[src/shared/ops_pkg.sv]
// Constants and types of the optical power-state and conciliation block.
// Assumes one 250 MHz clock and a same-clock wake-up manager and PHY port.
//
// Behaviour
// - Sleep power state splits into prepare-sleep and deep-sleep states.
// - Normal power state maps onto one internal normal state.
// - Each powerdown flag assignment raises indication and request events, both values.
// - Powerdown flag is true only while the PHY is powered down.
// - Supply-off flag follows the supply power-off mode on every change.
// - Sleep-inhibit value of the last wake forward request is held.
// - Entering or leaving normal raises wake forward indication with in-normal flag.
// - Wake event generation raises a wake indication; none while it is false.
// - Signal-detect latch stores OK as true and FAIL as false.
// - Powerdown request latch stores the last requested powerdown value.
// - Packet, acknowledge and signal-detect indications come from PHY registers.
// - A send request writes the PHY register to launch the packet.
// - Register bits 12, 13 and 15 are message, remote and request toggles.
// - Packet toggle id is true when message toggle equals request bit.
// - A local CRC16 function builds and checks sleep and wake packets.
// - Sleep status reads normal when powerdown is false, sleep when true.
// - Acknowledge when remote received toggle equals the packet toggle id.
package ops_pkg;
  localparam logic [7:0] OFS_CTRL = 8'h00;
  localparam logic [7:0] OFS_STAT = 8'h04;
  localparam logic [7:0] OFS_IRQS = 8'h08;
  localparam logic [7:0] OFS_IRQM = 8'h0C;
  localparam int CTRL_WAKE = 0;
  localparam int IRQ_W = 5;
  localparam int IRQ_PD = 0;
  localparam int IRQ_PKT = 1;
  localparam int IRQ_ACK = 2;
  localparam int IRQ_SD = 3;
  localparam int IRQ_SUP = 4;
  localparam int MSG_TGL = 12;
  localparam int REM_TGL = 13;
  localparam int REQ_TGL = 15;
  localparam int PDU_W = 140;
  localparam int CRC_SPAN = 124;
  localparam logic [15:0] CRC_POLY = 16'h3D65;
  // Company identifier of the packet header; the value is arbitrary.
  localparam logic [23:0] CID_VAL = 24'h5A3C96;
  localparam logic [15:0] PROTO_ID = 16'h0001;
  localparam logic [15:0] TYPE_MAX = 16'h0003;
  localparam int PREP_TIME_NS = 1000;
  localparam int CLK_PERIOD_NS = 4;
  localparam int PREP_CYCLES = (PREP_TIME_NS + CLK_PERIOD_NS - 1) / CLK_PERIOD_NS;
  localparam logic [1:0] ST_CODE_NORMAL = 2'h0;
  localparam logic [1:0] ST_CODE_PREP = 2'h1;
  localparam logic [1:0] ST_CODE_DEEP = 2'h2;
  typedef enum logic [1:0] {ST_NORMAL, ST_PREP, ST_DEEP} ops_state_t;
  typedef struct packed {
    logic ind_valid;
    logic req_valid;
    logic value;
  } ops_pd_evt_t;
  typedef struct packed {
    logic        valid;
    logic [15:0] data;
  } ops_mmd_wr_t;
endpackage

[src/verilog/ops_core.sv]
// Power-state tracking and conciliation toward the optical PHY registers.
// Assumes wake-up manager and PHY register port run on core_clk_in.
`timescale 1ns/1ps
module ops_core
  import ops_pkg::*;
#(
  parameter int PREP_CNT = PREP_CYCLES
) (
  // Clock and reset.
  input  wire logic              core_clk_in,
  input  wire logic              reset_n_in,
  // AHB-Lite slave.
  input  wire logic              hsel_in,
  input  wire logic [31:0]       haddr_in,
  input  wire logic [1:0]        htrans_in,
  input  wire logic              hwrite_in,
  input  wire logic [2:0]        hsize_in,
  input  wire logic [31:0]       hwdata_in,
  input  wire logic              hready_in,
  output logic [31:0]            hrdata_out,
  output logic                   hreadyout_out,
  output logic                   hresp_out,
  // Wake-up manager requests.
  input  wire logic              pd_req_valid_in,
  input  wire logic              pd_req_value_in,
  input  wire logic              wake_fwd_req_valid_in,
  input  wire logic              wake_fwd_inhibit_in,
  input  wire logic              send_pkt_valid_in,
  input  wire logic [1:0]        send_pkt_type_in,
  input  wire logic              supply_off_in,
  // PHY side.
  input  wire logic              rx_detect_valid_in,
  input  wire logic              rx_detect_ok_in,
  input  wire logic [15:0]       mmd_reg_in,
  input  wire logic              sd_reg_in,
  input  wire logic              rx_pdu_valid_in,
  input  wire logic [PDU_W-1:0]  rx_pdu_in,
  // Indications.
  output ops_pd_evt_t            pd_evt_out,
  output logic                   wake_fwd_ind_out,
  output logic                   in_normal_flag_out,
  output logic                   wake_ind_out,
  output logic                   sleep_status_out,
  output logic                   sleep_status_valid_out,
  output logic                   pkt_ind_out,
  output logic [1:0]             pkt_type_out,
  output logic                   pkt_ack_out,
  output logic                   sd_ind_out,
  output logic                   sd_value_out,
  output ops_mmd_wr_t            mmd_wr_out,
  output logic [PDU_W-1:0]       tx_pdu_out,
  output logic                   irq_out
);

  localparam logic [15:0] PREP_LAST = 16'(PREP_CNT - 1);

  // One CRC16 function serves both building and checking packets, as two separate instances.
  function automatic logic [15:0] crc16(input logic [CRC_SPAN-1:0] d);
    logic [15:0] s;
    logic        fb;
    s = 16'h0000;
    for (int i = 0; i < CRC_SPAN; i++) begin
      fb = d[i] ^ s[15];
      s = {s[14:0], 1'b0} ^ (fb ? CRC_POLY : 16'h0000);
    end
    return s;
  endfunction

  function automatic logic [PDU_W-1:0] pdu_build(input logic [1:0] t);
    logic [CRC_SPAN-1:0] b;
    b = '0;
    b[11:0] = CID_VAL[23:12];
    b[23:12] = CID_VAL[11:0];
    b[43:28] = PROTO_ID;
    b[59:44] = {14'h0000, t};
    return {crc16(b), b};
  endfunction

  // Supply-off comes from a pin and is synchronised.
  logic sup_s1_r;
  logic sup_s2_r;
  logic sup_r;

  // State and latches.
  ops_state_t  st_r;
  ops_state_t  st_nxt;
  logic [15:0] prep_cnt_r;
  logic        pd_r;
  logic        inhibit_r;
  logic        sd_latch_r;
  logic        pd_req_r;
  logic        tgl_id_r;
  logic        ack_pend_r;
  logic        sd_prev_r;
  logic [IRQ_W-1:0] irq_stat_r;
  logic [IRQ_W-1:0] irq_mask_r;

  // Bus.
  logic        wr_pend_r;
  logic [7:0]  wr_ofs_r;
  logic [31:0] rd_data;

  // Decode.
  wire logic addr_ph = hsel_in & htrans_in[1] & hready_in;
  wire logic [7:0] a_ofs = haddr_in[7:0];
  wire logic sw_wake = wr_pend_r & (wr_ofs_r == OFS_CTRL)
                       & hwdata_in[CTRL_WAKE];
  wire logic irq_w1c_hit = wr_pend_r & (wr_ofs_r == OFS_IRQS);
  wire logic irq_msk_hit = wr_pend_r & (wr_ofs_r == OFS_IRQM);

  wire logic is_normal = (st_r == ST_NORMAL);
  wire logic nxt_normal = (st_nxt == ST_NORMAL);
  wire logic prep_done = (prep_cnt_r == PREP_LAST);
  wire logic go_sleep = pd_req_valid_in & pd_req_value_in
                        & ~inhibit_r;
  wire logic stay_req = pd_req_valid_in ? pd_req_value_in : pd_req_r;
  wire logic wake_gen = ~is_normal & (sd_latch_r | sw_wake);
  wire logic pd_nxt = (st_nxt == ST_DEEP);
  wire logic pd_change = (pd_nxt != pd_r);
  wire logic sup_change = (sup_s2_r != sup_r);

  wire logic tgl_eq = (mmd_reg_in[MSG_TGL] == mmd_reg_in[REQ_TGL]);
  wire logic ack_hit = ack_pend_r
                       & (mmd_reg_in[REM_TGL] == tgl_id_r);
  wire logic sd_change = (sd_reg_in != sd_prev_r);

  wire logic [15:0] rx_crc = crc16(rx_pdu_in[CRC_SPAN-1:0]);
  wire logic rx_cid_ok = (rx_pdu_in[11:0] == CID_VAL[23:12])
                         & (rx_pdu_in[23:12] == CID_VAL[11:0]);
  wire logic rx_ok = rx_pdu_valid_in & rx_cid_ok
                     & (rx_pdu_in[43:28] == PROTO_ID)
                     & (rx_pdu_in[59:44] <= TYPE_MAX)
                     & (rx_pdu_in[PDU_W-1:CRC_SPAN] == rx_crc);

  wire logic [IRQ_W-1:0] irq_ev = {sup_change, sd_change, ack_hit,
                                   rx_ok, pd_change};

  // Power state machine.
  always_comb begin
    st_nxt = st_r;
    case (st_r)
      ST_NORMAL: begin
        if (go_sleep) begin
          st_nxt = ST_PREP;
        end
      end
      ST_PREP: begin
        if (wake_gen | ~stay_req) begin
          st_nxt = ST_NORMAL;
        end else if (prep_done) begin
          st_nxt = ST_DEEP;
        end
      end
      ST_DEEP: begin
        if (wake_gen | ~stay_req) begin
          st_nxt = ST_NORMAL;
        end
      end
      default: begin
        st_nxt = ST_NORMAL;
      end
    endcase
  end

  // State code for the status register.
  logic [1:0] st_code;
  always_comb begin
    case (st_r)
      ST_NORMAL: st_code = ST_CODE_NORMAL;
      ST_PREP:   st_code = ST_CODE_PREP;
      ST_DEEP:   st_code = ST_CODE_DEEP;
      default:   st_code = ST_CODE_NORMAL;
    endcase
  end

  // Read mux, sampled in the address phase.
  always_comb begin
    case (a_ofs)
      OFS_STAT: rd_data = {23'h000000, ack_pend_r, tgl_id_r, pd_req_r,
                           sd_latch_r, inhibit_r, sup_r, pd_r,
                           st_code};
      OFS_IRQS: rd_data = {27'h0000000, irq_stat_r};
      OFS_IRQM: rd_data = {27'h0000000, irq_mask_r};
      default:  rd_data = 32'h00000000;
    endcase
  end

  always_ff @(posedge core_clk_in) begin
    if (!reset_n_in) begin
      sup_s1_r <= 1'b0;
      sup_s2_r <= 1'b0;
    end else begin
      sup_s1_r <= supply_off_in;
      sup_s2_r <= sup_s1_r;
    end
  end

  always_ff @(posedge core_clk_in) begin
    if (!reset_n_in) begin
      st_r <= ST_NORMAL;
      prep_cnt_r <= 16'h0000;
      pd_r <= 1'b0;
    end else begin
      st_r <= st_nxt;
      pd_r <= pd_nxt;
      if (st_r != ST_PREP) begin
        prep_cnt_r <= 16'h0000;
      end else if (!prep_done) begin
        prep_cnt_r <= prep_cnt_r + 16'h0001;
      end
    end
  end

  // Latched parameters of the incoming requests.
  always_ff @(posedge core_clk_in) begin
    if (!reset_n_in) begin
      sup_r <= 1'b0;
      inhibit_r <= 1'b0;
      sd_latch_r <= 1'b0;
      pd_req_r <= 1'b0;
      sd_prev_r <= 1'b0;
    end else begin
      sup_r <= sup_s2_r;
      sd_prev_r <= sd_reg_in;
      if (wake_fwd_req_valid_in) begin
        inhibit_r <= wake_fwd_inhibit_in;
      end
      if (rx_detect_valid_in) begin
        sd_latch_r <= rx_detect_ok_in;
      end
      if (pd_req_valid_in) begin
        pd_req_r <= pd_req_value_in;
      end
    end
  end

  // Event outputs toward the wake-up manager and the PHY.
  always_ff @(posedge core_clk_in) begin
    if (!reset_n_in) begin
      pd_evt_out <= '0;
      wake_fwd_ind_out <= 1'b0;
      in_normal_flag_out <= 1'b1;
      wake_ind_out <= 1'b0;
      sleep_status_out <= 1'b0;
      sleep_status_valid_out <= 1'b0;
      sd_ind_out <= 1'b0;
      sd_value_out <= 1'b0;
    end else begin
      pd_evt_out.ind_valid <= pd_change;
      pd_evt_out.req_valid <= pd_change;
      pd_evt_out.value <= pd_nxt;
      wake_fwd_ind_out <= (nxt_normal != is_normal);
      in_normal_flag_out <= nxt_normal;
      wake_ind_out <= wake_gen;
      sleep_status_out <= pd_nxt;
      sleep_status_valid_out <= pd_change | sup_change;
      sd_ind_out <= sd_change;
      if (sd_change) begin
        sd_value_out <= sd_reg_in;
      end
    end
  end

  // Packet send, acknowledge and receive.
  always_ff @(posedge core_clk_in) begin
    if (!reset_n_in) begin
      tgl_id_r <= 1'b0;
      ack_pend_r <= 1'b0;
      pkt_ack_out <= 1'b0;
      mmd_wr_out <= '0;
      tx_pdu_out <= '0;
      pkt_ind_out <= 1'b0;
      pkt_type_out <= 2'h0;
    end else begin
      pkt_ack_out <= ack_hit;
      mmd_wr_out.valid <= send_pkt_valid_in;
      pkt_ind_out <= rx_ok;
      if (rx_ok) begin
        pkt_type_out <= rx_pdu_in[45:44];
      end
      // A new send wins over the acknowledge of the previous one.
      if (send_pkt_valid_in) begin
        tgl_id_r <= tgl_eq;
        ack_pend_r <= 1'b1;
        tx_pdu_out <= pdu_build(send_pkt_type_in);
        mmd_wr_out.data <= mmd_reg_in
                           ^ (16'h0001 << REQ_TGL);
      end else if (ack_hit) begin
        ack_pend_r <= 1'b0;
      end
    end
  end

  // AHB-Lite slave: zero wait states, always OKAY.
  always_ff @(posedge core_clk_in) begin
    if (!reset_n_in) begin
      wr_pend_r <= 1'b0;
      wr_ofs_r <= 8'h00;
      hrdata_out <= 32'h00000000;
    end else begin
      wr_pend_r <= addr_ph & hwrite_in;
      if (addr_ph) begin
        wr_ofs_r <= a_ofs;
        hrdata_out <= rd_data;
      end
    end
  end

  // Sticky status: an event in the clearing cycle stays set.
  always_ff @(posedge core_clk_in) begin
    if (!reset_n_in) begin
      irq_stat_r <= '0;
      irq_mask_r <= '0;
    end else begin
      if (irq_w1c_hit) begin
        irq_stat_r <= (irq_stat_r & ~hwdata_in[IRQ_W-1:0]) | irq_ev;
      end else begin
        irq_stat_r <= irq_stat_r | irq_ev;
      end
      if (irq_msk_hit) begin
        irq_mask_r <= hwdata_in[IRQ_W-1:0];
      end
    end
  end

  assign hreadyout_out = 1'b1;
  assign hresp_out = 1'b0;
  assign irq_out = |(irq_stat_r & irq_mask_r);

endmodule // ops_core

[config.mk]
export PLATFORM = sky130hd
export DESIGN_NAME = ops_core
export DESIGN_NICKNAME = d
export VERILOG_FILES = /design/src/shared/ops_pkg.sv /design/src/verilog/ops_core.sv
export SDC_FILE = /design/constraint.sdc
export NUM_CORES = 1
export LEC_CHECK = 0
export BUFFER_PORTS_ARGS = -buffer_cell sky130_fd_sc_hd__buf_2
export CAP_MARGIN = 20
export CORE_MARGIN = 10
export CORE_UTILIZATION = 38
export CTS_BUF_LIST = sky130_fd_sc_hd__clkbuf_2 sky130_fd_sc_hd__clkbuf_4 sky130_fd_sc_hd__clkbuf_8
export CTS_CLUSTER_SIZE = 28
export DETAILED_ROUTE_END_ITERATION = 8
export MAX_ROUTING_LAYER = met4
export REMOVE_ABC_BUFFERS = 1
export SETUP_SLACK_MARGIN = 0.15
export SYNTH_ARGS = -nofsm -noshare
export SYNTH_HDL_FRONTEND = slang
export SYNTH_SLANG_ARGS = --single-unit
[constraint.sdc]
create_clock -name core_clk_in -period 24.3 [get_ports core_clk_in]
set_clock_uncertainty 0.2 [all_clocks]
set_input_delay 4.86 -clock core_clk_in [delete_from_list [all_inputs] [get_ports core_clk_in]]
set_output_delay 4.86 -clock core_clk_in [all_outputs]
set_load 0.05 [all_outputs]
# Yosys cells after proc, flatten, opt, wreduce, memory -nomap -nowiden
# Cells that the tools add are included.
# Widths: inputs -> output; s select.
# totals
regBits	138
latchBits	0
ramBits	0
mem_bits_ro	0
inputBits	242
out_inout_bits	206
elab_cells	629
n_memories	0
# op_classes
addsub	1
n_mul	0
div_mod_pow	0
magnitude_cmp	1
n_eq_ne	20
shifts	0
n_mux	215
n_bitwise	356
n_reduce_logical	6
# ops
operator	count
$xor 16x14->16	200
$mux 14	204
$xor 1x1->1	121
$eq 8x4->1 const B	4
$xor 15x14->15	2
$pmux 9 s3	1
$add 16x1->16 const B	1
$and 1x1->1	16
$eq 16x1->1 const B	1
$eq 16x16->1	1
$eq 16x8->1 const B	1
$le 16x2->1 const B	1
$eq 12x11->1 const B	1
$eq 12x12->1 const B	1
$and 5x5->5	2
$not 10->10	1
$or 5x5->5	2
$eq 8x3->1 const B	1
$logic_not 8->1	1
$mux 2	4
$pmux 2 s3	1
$mux 5	1
$not 1->1	5
$not 5->5	1
13 further kinds	25

# Depth between registers and ports, before layout
# Gate-level depths: netlist of run 1.
# logic_depth
depth_word	371
depth_mapped	38
ltp_nobuf	36

# Worst setup path after synthesis of run 1
# No wires, ideal clock.
# synth_path
path_kind	input port to flip-flop
startpoint	input rx_pdu_in[2]
endpoint	register pkt_type_out[0]
setup_ns	0.132
arrival_ns	18.171
required_time_ns	23.968
setup_slack_ns	5.797
cell_stages	37
path_buffers	1
path_cell_list	buf_2 > inv_1 > ha_1 > xnor2_1 > xnor3_1 > xnor2_1 > xor3_2 > xor2_1 > xnor3_1 > xnor2_4 > xor2_1 > xnor3_2 > xnor2_2 > xnor3_2 > xnor3_1 > xor2_4 > xnor2_2 > xnor3_1 > xor3_1 > xor3_1 > xnor3_2 > xnor3_2 > xnor3_2 > xor3_2 > xnor3_1 > xnor3_2 > xnor3_1 > xnor3_1 > xnor3_1 > xor3_1 > xor3_1 > xnor3_2 > xnor2_1 > or4b_1 > a32o_1 > o21ai_1 > a21oi_1
# synth_between
elab_chain_cells	206
elab_cells_between_ends	369
cone_classes	eq/ne: 2; mux: 120; bitwise: 247
# synth_rtl
item	line	source
from (decl)	ops_core.sv:37	input wire logic [PDU_W-1:0] rx_pdu_in,
$xor 1x1->1	ops_core.sv:63	fb = d[i] ^ s[15];
$mux 14	ops_core.sv:64	s = {s[14:0], 1'b0} ^ (fb ? CRC_POLY : 16'h0000);
$xor 16x14->16 (3 in series)	ops_core.sv:64	
$xor 1x1->1 / $xor 16x14->16 (equally long branches)	ops_core.sv:63, ops_core.sv:64	
$mux 14 / $xor 1x1->1 (equally long branches)	ops_core.sv:64, ops_core.sv:63	
$xor 16x14->16 / $mux 14 (equally long branches)	ops_core.sv:64	
$xor 16x14->16 (2 in series)	ops_core.sv:64	
$xor 1x1->1 / $xor 16x14->16 (equally long branches)	ops_core.sv:63, ops_core.sv:64	
[186 not listed]	n/a	
$xor 16x14->16 / $mux 14 (equally long branches)	ops_core.sv:64	
$xor 16x14->16 (2 in series)	ops_core.sv:64	
$xor 16x14->16 / $xor 1x1->1 (equally long branches)	ops_core.sv:64, ops_core.sv:63	
$xor 1x1->1 / $mux 14 (equally long branches)	ops_core.sv:63, ops_core.sv:64	
$mux 14 / $xor 16x14->16 (equally long branches)	ops_core.sv:64	
$xor 16x14->16	ops_core.sv:64	
$eq 16x16->1	ops_core.sv:133	& (rx_pdu_in[PDU_W-1:CRC_SPAN] == rx_crc);
$and 1x1->1 (*)	ops_core.sv:133	
to (signal assigned)	ops_core.sv:279	pkt_type_out <= rx_pdu_in[45:44];
to (decl)	ops_core.sv:46	output logic [1:0] pkt_type_out,
# Mark *: on every way between the ends. The rest lies on a longest branch, timed or not.
# A chain may end at the register's enable or synchronous reset.

# Worst setup path in the final report of run 1
# layout_path
startpoint	input rx_pdu_in[0]
endpoint	register irq_stat_r[1]
# layout_between
elab_chain_cells	210
elab_cells_between_ends	376
cone_classes	eq/ne: 2; mux: 123; bitwise: 251
# layout_rtl
item	line	source
$mux 14	ops_core.sv:64	
$xor 15x14->15	ops_core.sv:64	
$xor 16x14->16	ops_core.sv:64	
$xor 1x1->1	ops_core.sv:63	
$mux 14	ops_core.sv:64	
$xor 16x14->16 (3 in series)	ops_core.sv:64	
$xor 1x1->1	ops_core.sv:63	
$mux 14	ops_core.sv:64	
[190 not listed]	n/a	
$xor 16x14->16 (3 in series)	ops_core.sv:64	
$xor 1x1->1	ops_core.sv:63	
$mux 14	ops_core.sv:64	
$xor 16x14->16	ops_core.sv:64	
$eq 16x16->1	ops_core.sv:133	
$and 1x1->1 (*)	ops_core.sv:133	
$or 5x5->5 (on tied branches)	ops_core.sv:318, ops_core.sv:316	
$mux 5 (*)	ops_core.sv:315	if (irq_w1c_hit) begin
to (signal assigned)	ops_core.sv:316	irq_stat_r <= (irq_stat_r & ~hwdata_in[IRQ_W-1:0]) | irq_ev;
to (signal assigned)	ops_core.sv:318	irq_stat_r <= irq_stat_r | irq_ev;
to (decl)	ops_core.sv:95	logic [IRQ_W-1:0] irq_stat_r;
# Marked as above.

==> flow_metrics.env, run 1 <==
export IMPL_outcome="finished clean"
export IMPL_wirelength_um=45500
export IMPL_wl_per_cell_um=19.6
export IMPL_cpPeakStageDelay_ns=0.64
export IMPL_grt_overflow_total=0
export IMPL_worstPathRequired_ns=24.40
export IMPL_period_needed_ns=20.44
export IMPL_htree_levels=3
export IMPL_setup_worst_path_start_class="input port"
export IMPL_grt_util_all_layers_pct=16.0
export IMPL_floorplan_die_height_um=236
export IMPL_worst_hold_path_num_cells=1
export IMPL_yosysWarnings=0
export IMPL_clk_latency_ns=0.37
export IMPL_max_cap_violations=0
export IMPL_synth_main_ff_cell="sky130_fd_sc_hd__dfxtp_1"
export IMPL_grt_max_degree=47
export IMPL_post_synth_top_area_fraction_pct=29.8
export IMPL_final_design_area_no_fill_mm2=0.0193
export IMPL_drt_pass1_iter_count=5
export IMPL_synth_area_per_cell_um2=12.1
export IMPL_dieArea_mm2=0.0559
export IMPL_tns_ns=0
export IMPL_layout_area_overhead_vs_synth_pct=8.33
export IMPL_gp_routability_congestion=0.858
export IMPL_core_rowCount=79
export IMPL_cts_repair_timing_setup_buffer_count=0
export IMPL_initial_utilization_pct=38.3
export IMPL_utilization_of_the_core_after_routing_pct=41.5
export IMPL_cts_made_buffers=9
export IMPL_final_net_count=1946
export IMPL_placed_wire_length_estimate_after_detailed_placement_um=39500
export IMPL_synth_yosys_seq_area_share_pct=10.7
export IMPL_cts_tree="built"
export IMPL_grt_first_pass_wirelength_um=69600
export IMPL_worst_setup_path_end_kind="flop"
export IMPL_worst_hold_path_type="reg -> reg"
export IMPL_ys_ff_latch=95
export IMPL_mappedNetlistArea_mm2=0.0178
export IMPL_ctsRootBufferMaster="sky130_fd_sc_hd__clkbuf_8"
export IMPL_hold_start="sup_s1_r"
export IMPL_synthDominantAreaCellType="sky130_fd_sc_hd__xnor3_1"
export IMPL_post_route_drc_count=0
export IMPL_timing_hold_violations_final=0
export IMPL_min_to="sup_s2_r"
export IMPL_post_route_cells_drive_above_1_share_pct=21.3
export IMPL_top_level_ports=448
export IMPL_post_cts_resized_instances=0
export IMPL_avgViaCountPerCell=4.58
export IMPL_post_cts_hold_buffer_count=0
export IMPL_finalHoldWorstSlack_ns=0.247
export IMPL_timing_worst_setup_path_type="in -> reg"
export IMPL_ys_async_sr_fraction_pct=0
export IMPL_clock_sink_count=95
export IMPL_synth_cells_most_frequent="341 x sky130_fd_sc_hd__xnor2_1, 236 x sky130_fd_sc_hd__xnor3_1, 157 x sky130_fd_sc_hd__buf_4, 146 x sky130_fd_sc_hd__xor2_1, 95 x sky130_fd_sc_hd__dfxtp_1"
export IMPL_timing_max_transition_violations_final=0
export IMPL_worst_case_register_to_register_setup_slack_ns=21.16
export IMPL_synth_edf_count=0
export IMPL_core_area_mm2=0.0465
export IMPL_antenna_violating_nets_post_route=0
export IMPL_rsz0062_at_grt="no"
export IMPL_max_slew_worst_pin_slew_ns=1.04
export IMPL_overall_die_width_um=236
export IMPL_cts_max_path_buffers=2
export IMPL_timing_rr_end="irq_stat_r[0]"
export IMPL_slew_headroom_pct=30.0
export IMPL_critical_path_arrival_ns=20.54
export IMPL_clock_fmax_mhz=48.9
export IMPL_drtIter0Drc=530
export IMPL_reg2reg_depth=8
export IMPL_min_period_over_period_pct=84.1
export IMPL_clkTransAtPathRegs_ns=0.09
export IMPL_numPortBuffers=256
export IMPL_final_setup_viol_count=0
export IMPL_worst_r2r_startpoint="wr_ofs_r[4]"
export IMPL_synth_top_cells_by_area="sky130_fd_sc_hd__xnor3_1 30%, sky130_fd_sc_hd__xnor2_1 17%, sky130_fd_sc_hd__dfxtp_1 11%"
export IMPL_worst_path_max_fanout=9
export IMPL_antenna_violations_before_repair=10
export IMPL_first_global_vias=11500
export IMPL_post_synth_inst_count=1477
export IMPL_post_synth_num_cell_types=57
export IMPL_placement_cell_area_mm2=0.0191
export IMPL_dr_total_vias=10600
export IMPL_top_count_cell_post_synth="sky130_fd_sc_hd__xnor2_1"
export IMPL_critPathMostFrequentCell="sky130_fd_sc_hd__xnor3_1"
export IMPL_critical_path_slowest_cell="sky130_fd_sc_hd__xnor3_1"
cell families after synthesis:
| logic type | after synthesis | share of synthesized area [%] |
|---|---|---|
| DFF | 95 | 10.7 |
| buffers and inverters | 192 | 7.48 |
| adders and majority gates | 8 | 0.562 |
| xor gates and xnor gates | 865 | 71.1 |
| and+or+nand+nor | 204 | 5.48 |
| other | 2 | 0.0422 |
| muxes | 33 | 1.88 |
| AOI/OAI and AO/OA | 78 | 2.79 |
flip-flops by register name (all words and copies together) (netlist names), 2 cells and up:
signal and flops:
wr_ofs_r 8, irq_mask_r 5, mmd_wr_out 17, pkt_type_out 2, tx_pdu_out 11, prep_cnt_r 16, hrdata_out 9, st_r 2
irq_stat_r 5
stage by stage:
step,std cells,setup slack [ns]
finish,2314,3.86
detailed placement,2292,3.45
floorplan,1428,5.77
global placement,2292,3.56
CTS,2308,3.79
global route,2314,3.11
worst max path at each step:
stage / start / end / slack [ns] / cells after the start
global placement: rx_pdu_in[0] / irq_stat_r[1] / 3.56 / 36
global route: rx_pdu_in[3] / irq_stat_r[1] / 3.11 / 36
finish: rx_pdu_in[0] / irq_stat_r[1] / 3.86 / 36
floorplan: rx_pdu_in[0] / pkt_type_out[0] / 5.77 / 35
detailed placement: rx_pdu_in[0] / irq_stat_r[1] / 3.45 / 36
CTS: rx_pdu_in[0] / irq_stat_r[1] / 3.79 / 36
worst max-delay path, delay by kind of cell:
family	cells	cell delay, ns
compound gates	2	0.47
buf+inv	1	0.20
fa+ha+maj	1	0.59
xor+xnor	30	13.69
simple gates	2	0.71
metal layers:
layer	GRT usage [%]	vias up	wire [um]
li1	-	5147	-
met1	20.7	5135	20500
met2	26.6	293	22300
met3	2.81	29	2220
met4	2.18	0	444
met5	-	-	0
layout by cell type, fill, tap and decap left out, types with 12 or more instances in the layout:
cell,n
sky130_fd_sc_hd__nand2_1,38
sky130_fd_sc_hd__xnor3_1,236
sky130_fd_sc_hd__conb_1,136
sky130_fd_sc_hd__mux2i_1,30
sky130_fd_sc_hd__xor2_1,146
sky130_fd_sc_hd__xor3_1,61
sky130_fd_sc_hd__o21ai_0,12
sky130_fd_sc_hd__nor2_1,82
sky130_fd_sc_hd__xnor3_2,21
sky130_fd_sc_hd__xnor2_2,35
sky130_fd_sc_hd__buf_2,256
sky130_fd_sc_hd__xnor2_1,341
sky130_fd_sc_hd__dfxtp_1,95
sky130_fd_sc_hd__a21oi_1,28
sky130_fd_sc_hd__nand3_1,15
final cells by class:
class	instances	area, um2
multi-input combinational	1324	15100
clock inverter	5	65.1
fill	4483	27200
antenna	6	15.0
tap	607	759
clock buffer	11	151
timing repair buffer	257	1290
inverter	9	33.8
sequential	95	1900
Power of run 1 is left out: the tool's default activity adds up to more than one toggle a clock period on the data nets, which glitch-free logic cannot reach.
==> run 2: changes to the inputs <==
ABC_AREA = 1   (was not set)
clock period = 20.6 ns   (was 24.3 ns; I/O delays follow)
==> run 2 against run 1 <==
Against the previous run: critical endpoint is now pkt_type_out[0]; sequential share of layout area down 4.1 points; worst hold slack got worse by 0.039 ns; the run now ends with setup timing left; via count is 150% higher.
==> flow_metrics.env, run 2 <==
export IMPL_final_net_count=5106
export IMPL_critical_path_arrival_ns=20.91
export IMPL_layout_top_registers="mmd_wr_out: 17 flops, prep_cnt_r: 16 flops, tx_pdu_out: 11 flops"
export IMPL_wl_per_cell_um=12.8
export IMPL_cts_made_buffers=9
export IMPL_final_setup_viol_count=4
export IMPL_yosysWarnings=0
export IMPL_tns_ns=-0.535
export IMPL_placed_wire_length_estimate_after_detailed_placement_um=62800
export IMPL_clk_latency_ns=0.37
export IMPL_post_synth_top_area_fraction_pct=15.9
export IMPL_largest_register_ff_count=17
export IMPL_multi_input_area_mm2=0.0217
export IMPL_register_with_the_most_flip_flops="mmd_wr_out"
export IMPL_clock_sink_count=95
export IMPL_layout_commonest_cell="sky130_fd_sc_hd__nand2_1"
export IMPL_timing_max_transition_violations_final=0
export IMPL_dr_total_vias=26000
export IMPL_core_area_mm2=0.0661
export IMPL_synth_cells_most_frequent="1076 x sky130_fd_sc_hd__nand2_1, 556 x sky130_fd_sc_hd__nand3_1, 545 x sky130_fd_sc_hd__nand2_2, 449 x sky130_fd_sc_hd__inv_1, 280 x sky130_fd_sc_hd__nand2_4"
export IMPL_worst_setup_path_end_kind="flop"
export IMPL_worst_hold_path_type="reg -> reg"
export IMPL_ctsRootBufferMaster="sky130_fd_sc_hd__clkbuf_8"
export IMPL_avgViaCountPerCell=4.54
export IMPL_timing_hold_violations_final=0
export IMPL_worstPathRequired_ns=20.71
export IMPL_post_route_drc_count=0
export IMPL_cts_tree="built"
export IMPL_grt_overflow_total=0
export IMPL_timing_worst_setup_path_type="in -> reg"
export IMPL_htree_levels=3
export IMPL_initial_utilization_pct=38.5
export IMPL_numPortBuffers=256
export IMPL_layout_common_cells="982 x sky130_fd_sc_hd__nand2_1, 591 x sky130_fd_sc_hd__nand2_2, 548 x sky130_fd_sc_hd__buf_4, 473 x sky130_fd_sc_hd__nand3_1, 441 x sky130_fd_sc_hd__inv_1"
export IMPL_worst_path_max_fanout=8
export IMPL_synth_area_per_cell_um2=6.26
export IMPL_drt_pass1_iter_count=5
export IMPL_cpPeakStageDelay_ns=0.31
export IMPL_overall_die_width_um=279
export IMPL_clock_fmax_mhz=48.1
export IMPL_violated_checks="setup timing"
export IMPL_outcome="finished with violations"
export IMPL_synth_top_cells_by_area="sky130_fd_sc_hd__nand2_1 16%, sky130_fd_sc_hd__nand2_2 13%, sky130_fd_sc_hd__nand2_4 12%"
export IMPL_dieArea_mm2=0.0777
export IMPL_worstSetupStartpoint="rx_pdu_in[0]"
export IMPL_mappedNetlistArea_mm2=0.0255
export IMPL_post_synth_num_cell_types=57
export IMPL_post_route_cells_drive_above_1_share_pct=45.7
export IMPL_ys_async_sr_fraction_pct=0
export IMPL_top_count_cell_post_synth="sky130_fd_sc_hd__nand2_1"
export IMPL_grt_first_pass_wirelength_um=120000
export IMPL_synthDominantAreaCellType="sky130_fd_sc_hd__nand2_1"
export IMPL_first_global_vias=24700
export IMPL_top_level_ports=448
export IMPL_timing_final_ws_setup_ns=-0.195
export IMPL_floorplan_die_height_um=279
export IMPL_filler_cell_count=6778
export IMPL_synth_edf_count=0
export IMPL_critical_path_slowest_cell="sky130_fd_sc_hd__ha_4"
export IMPL_layout_area_overhead_vs_synth_pct=29.6
export IMPL_min_period_over_period_pct=101
export IMPL_gp_routability_congestion=0.874
export IMPL_rsz0062_at_grt="yes"
export IMPL_drtIter0Drc=1094
export IMPL_hold_start="sup_s1_r"
export IMPL_clkTransAtPathRegs_ns=0.09
export IMPL_antenna_violating_nets_post_route=0
export IMPL_setup_worst_path_start_class="input port"
export IMPL_synth_main_ff_cell="sky130_fd_sc_hd__dfxtp_1"
export IMPL_antenna_violations_before_repair=8
export IMPL_grt_util_all_layers_pct=18.5
export IMPL_post_synth_inst_count=4067
export IMPL_cts_max_path_buffers=2
export IMPL_core_rowCount=94
export IMPL_synth_yosys_seq_area_share_pct=7.47
export IMPL_max_cap_violations=0
export IMPL_regArea_mm2=0.00190
export IMPL_critPathMostFrequentCell="sky130_fd_sc_hd__nand2_4"
export IMPL_max_slew_worst_pin_slew_ns=1.05
export IMPL_grt_max_degree=53
export IMPL_slew_headroom_pct=29.6
export IMPL_ys_ff_latch=95
export IMPL_worst_r2r_startpoint="wr_ofs_r[4]"
export IMPL_period_needed_ns=20.80
export IMPL_wirelength_um=73200
[run 2: changes by cell type after synthesis, moves of 31 or more]
cell                      previous run  this run
sky130_fd_sc_hd__nand3_2             0       123
sky130_fd_sc_hd__xor2_1            146       177
sky130_fd_sc_hd__nand2_2             0       545
sky130_fd_sc_hd__xor3_1             61         0
sky130_fd_sc_hd__inv_1               8       449
sky130_fd_sc_hd__nand2_1            38      1076
sky130_fd_sc_hd__xnor2_1           341        43
sky130_fd_sc_hd__nand2_4             0       280
sky130_fd_sc_hd__xnor3_1           236         1
sky130_fd_sc_hd__inv_2               0        94
sky130_fd_sc_hd__xnor2_2            35         4
sky130_fd_sc_hd__nand3_1            15       556
sky130_fd_sc_hd__o21ai_0            12        50
[run 2: per-stage QoR]
| stage | cell area (um2) | hold WS (ns) | cells | setup slack, ns | util, % |
|---|---|---|---|---|---|
| floorplan | 24500 | 0.190 | 4017 | 0.628 | - |
| global placement | 30800 | 0.194 | 5647 | -0.606 | 46.6 |
| detailed placement | 30800 | 0.204 | 5647 | -0.916 | 46.6 |
| CTS | 32400 | 0.220 | 5703 | -0.0267 | 49.0 |
| global route | 33000 | 0.232 | 5731 | -1.90 | 49.9 |
| finish | 33000 | 0.208 | 5733 | -0.195 | 49.9 |
[run 2: path summary, 6_finish.rpt]
kind / end / slack [ns] / cells after the start
setup / recovery: pkt_type_out[0] / -0.20 / 186
hold / removal: sup_s2_r / 0.21 / 2
setup reg to reg: wake_fwd_ind_out / 18.12 / 13
hold reg to reg: sup_s2_r / 0.21 / 2
[run 2: per-layer routing]
metal | wire (um) | track usage, % | vias to the layer above | share of wire [%]
li1 | - | - | 14000 | -
met1 | 32400 | 21.9 | 11600 | 44
met2 | 38200 | 33.9 | 335 | 52
met3 | 1730 | 1.35 | 59 | 2.4
met4 | 961 | 3.55 | 0 | 1.3
met5 | 0 | - | - | 0
[run 2: worst max-delay path, delay by kind of cell]
family,cells,cell delay (ns)
buffers and inverters,32,3.12
and+or+nand+nor,151,13.00
adders and majority gates,1,0.31
xor gates and xnor gates,1,0.14
AOI/OAI and AO/OA,1,0.12
[run 2: cells by family after synthesis]
kind of cell | Yosys count | synth area share, %
adders and majority gates | 8 | 0.393
and+or+nand+nor | 2841 | 65.7
buffers and inverters | 765 | 14.9
DFF | 95 | 7.47
xor gates and xnor gates | 241 | 9.17
AOI/OAI and AO/OA | 115 | 2.37
other | 2 | 0.0295
[run 2: repair_timing]
item                       in CTS  in global routing
hold buffers                    0                  0
pin swaps                      89                 27
setup buffers                  37                 21
resized for setup             223                 91
setup endpoints to repair       4                  4
gates cloned                    4                  0
[run 2: final cells by class]
cell class | instances | area share (%)
repair buffers | 824 | 17.4
flip-flops and latches | 95 | 5.76
well taps | 864 | 3.28
clock buffers | 11 | 0.421
inverters | 581 | 6.99
multi-input cells | 3345 | 65.9
clock inverters | 4 | 0.144
diodes | 9 | 0.0683
Power of run 2 is left out for the same reason.
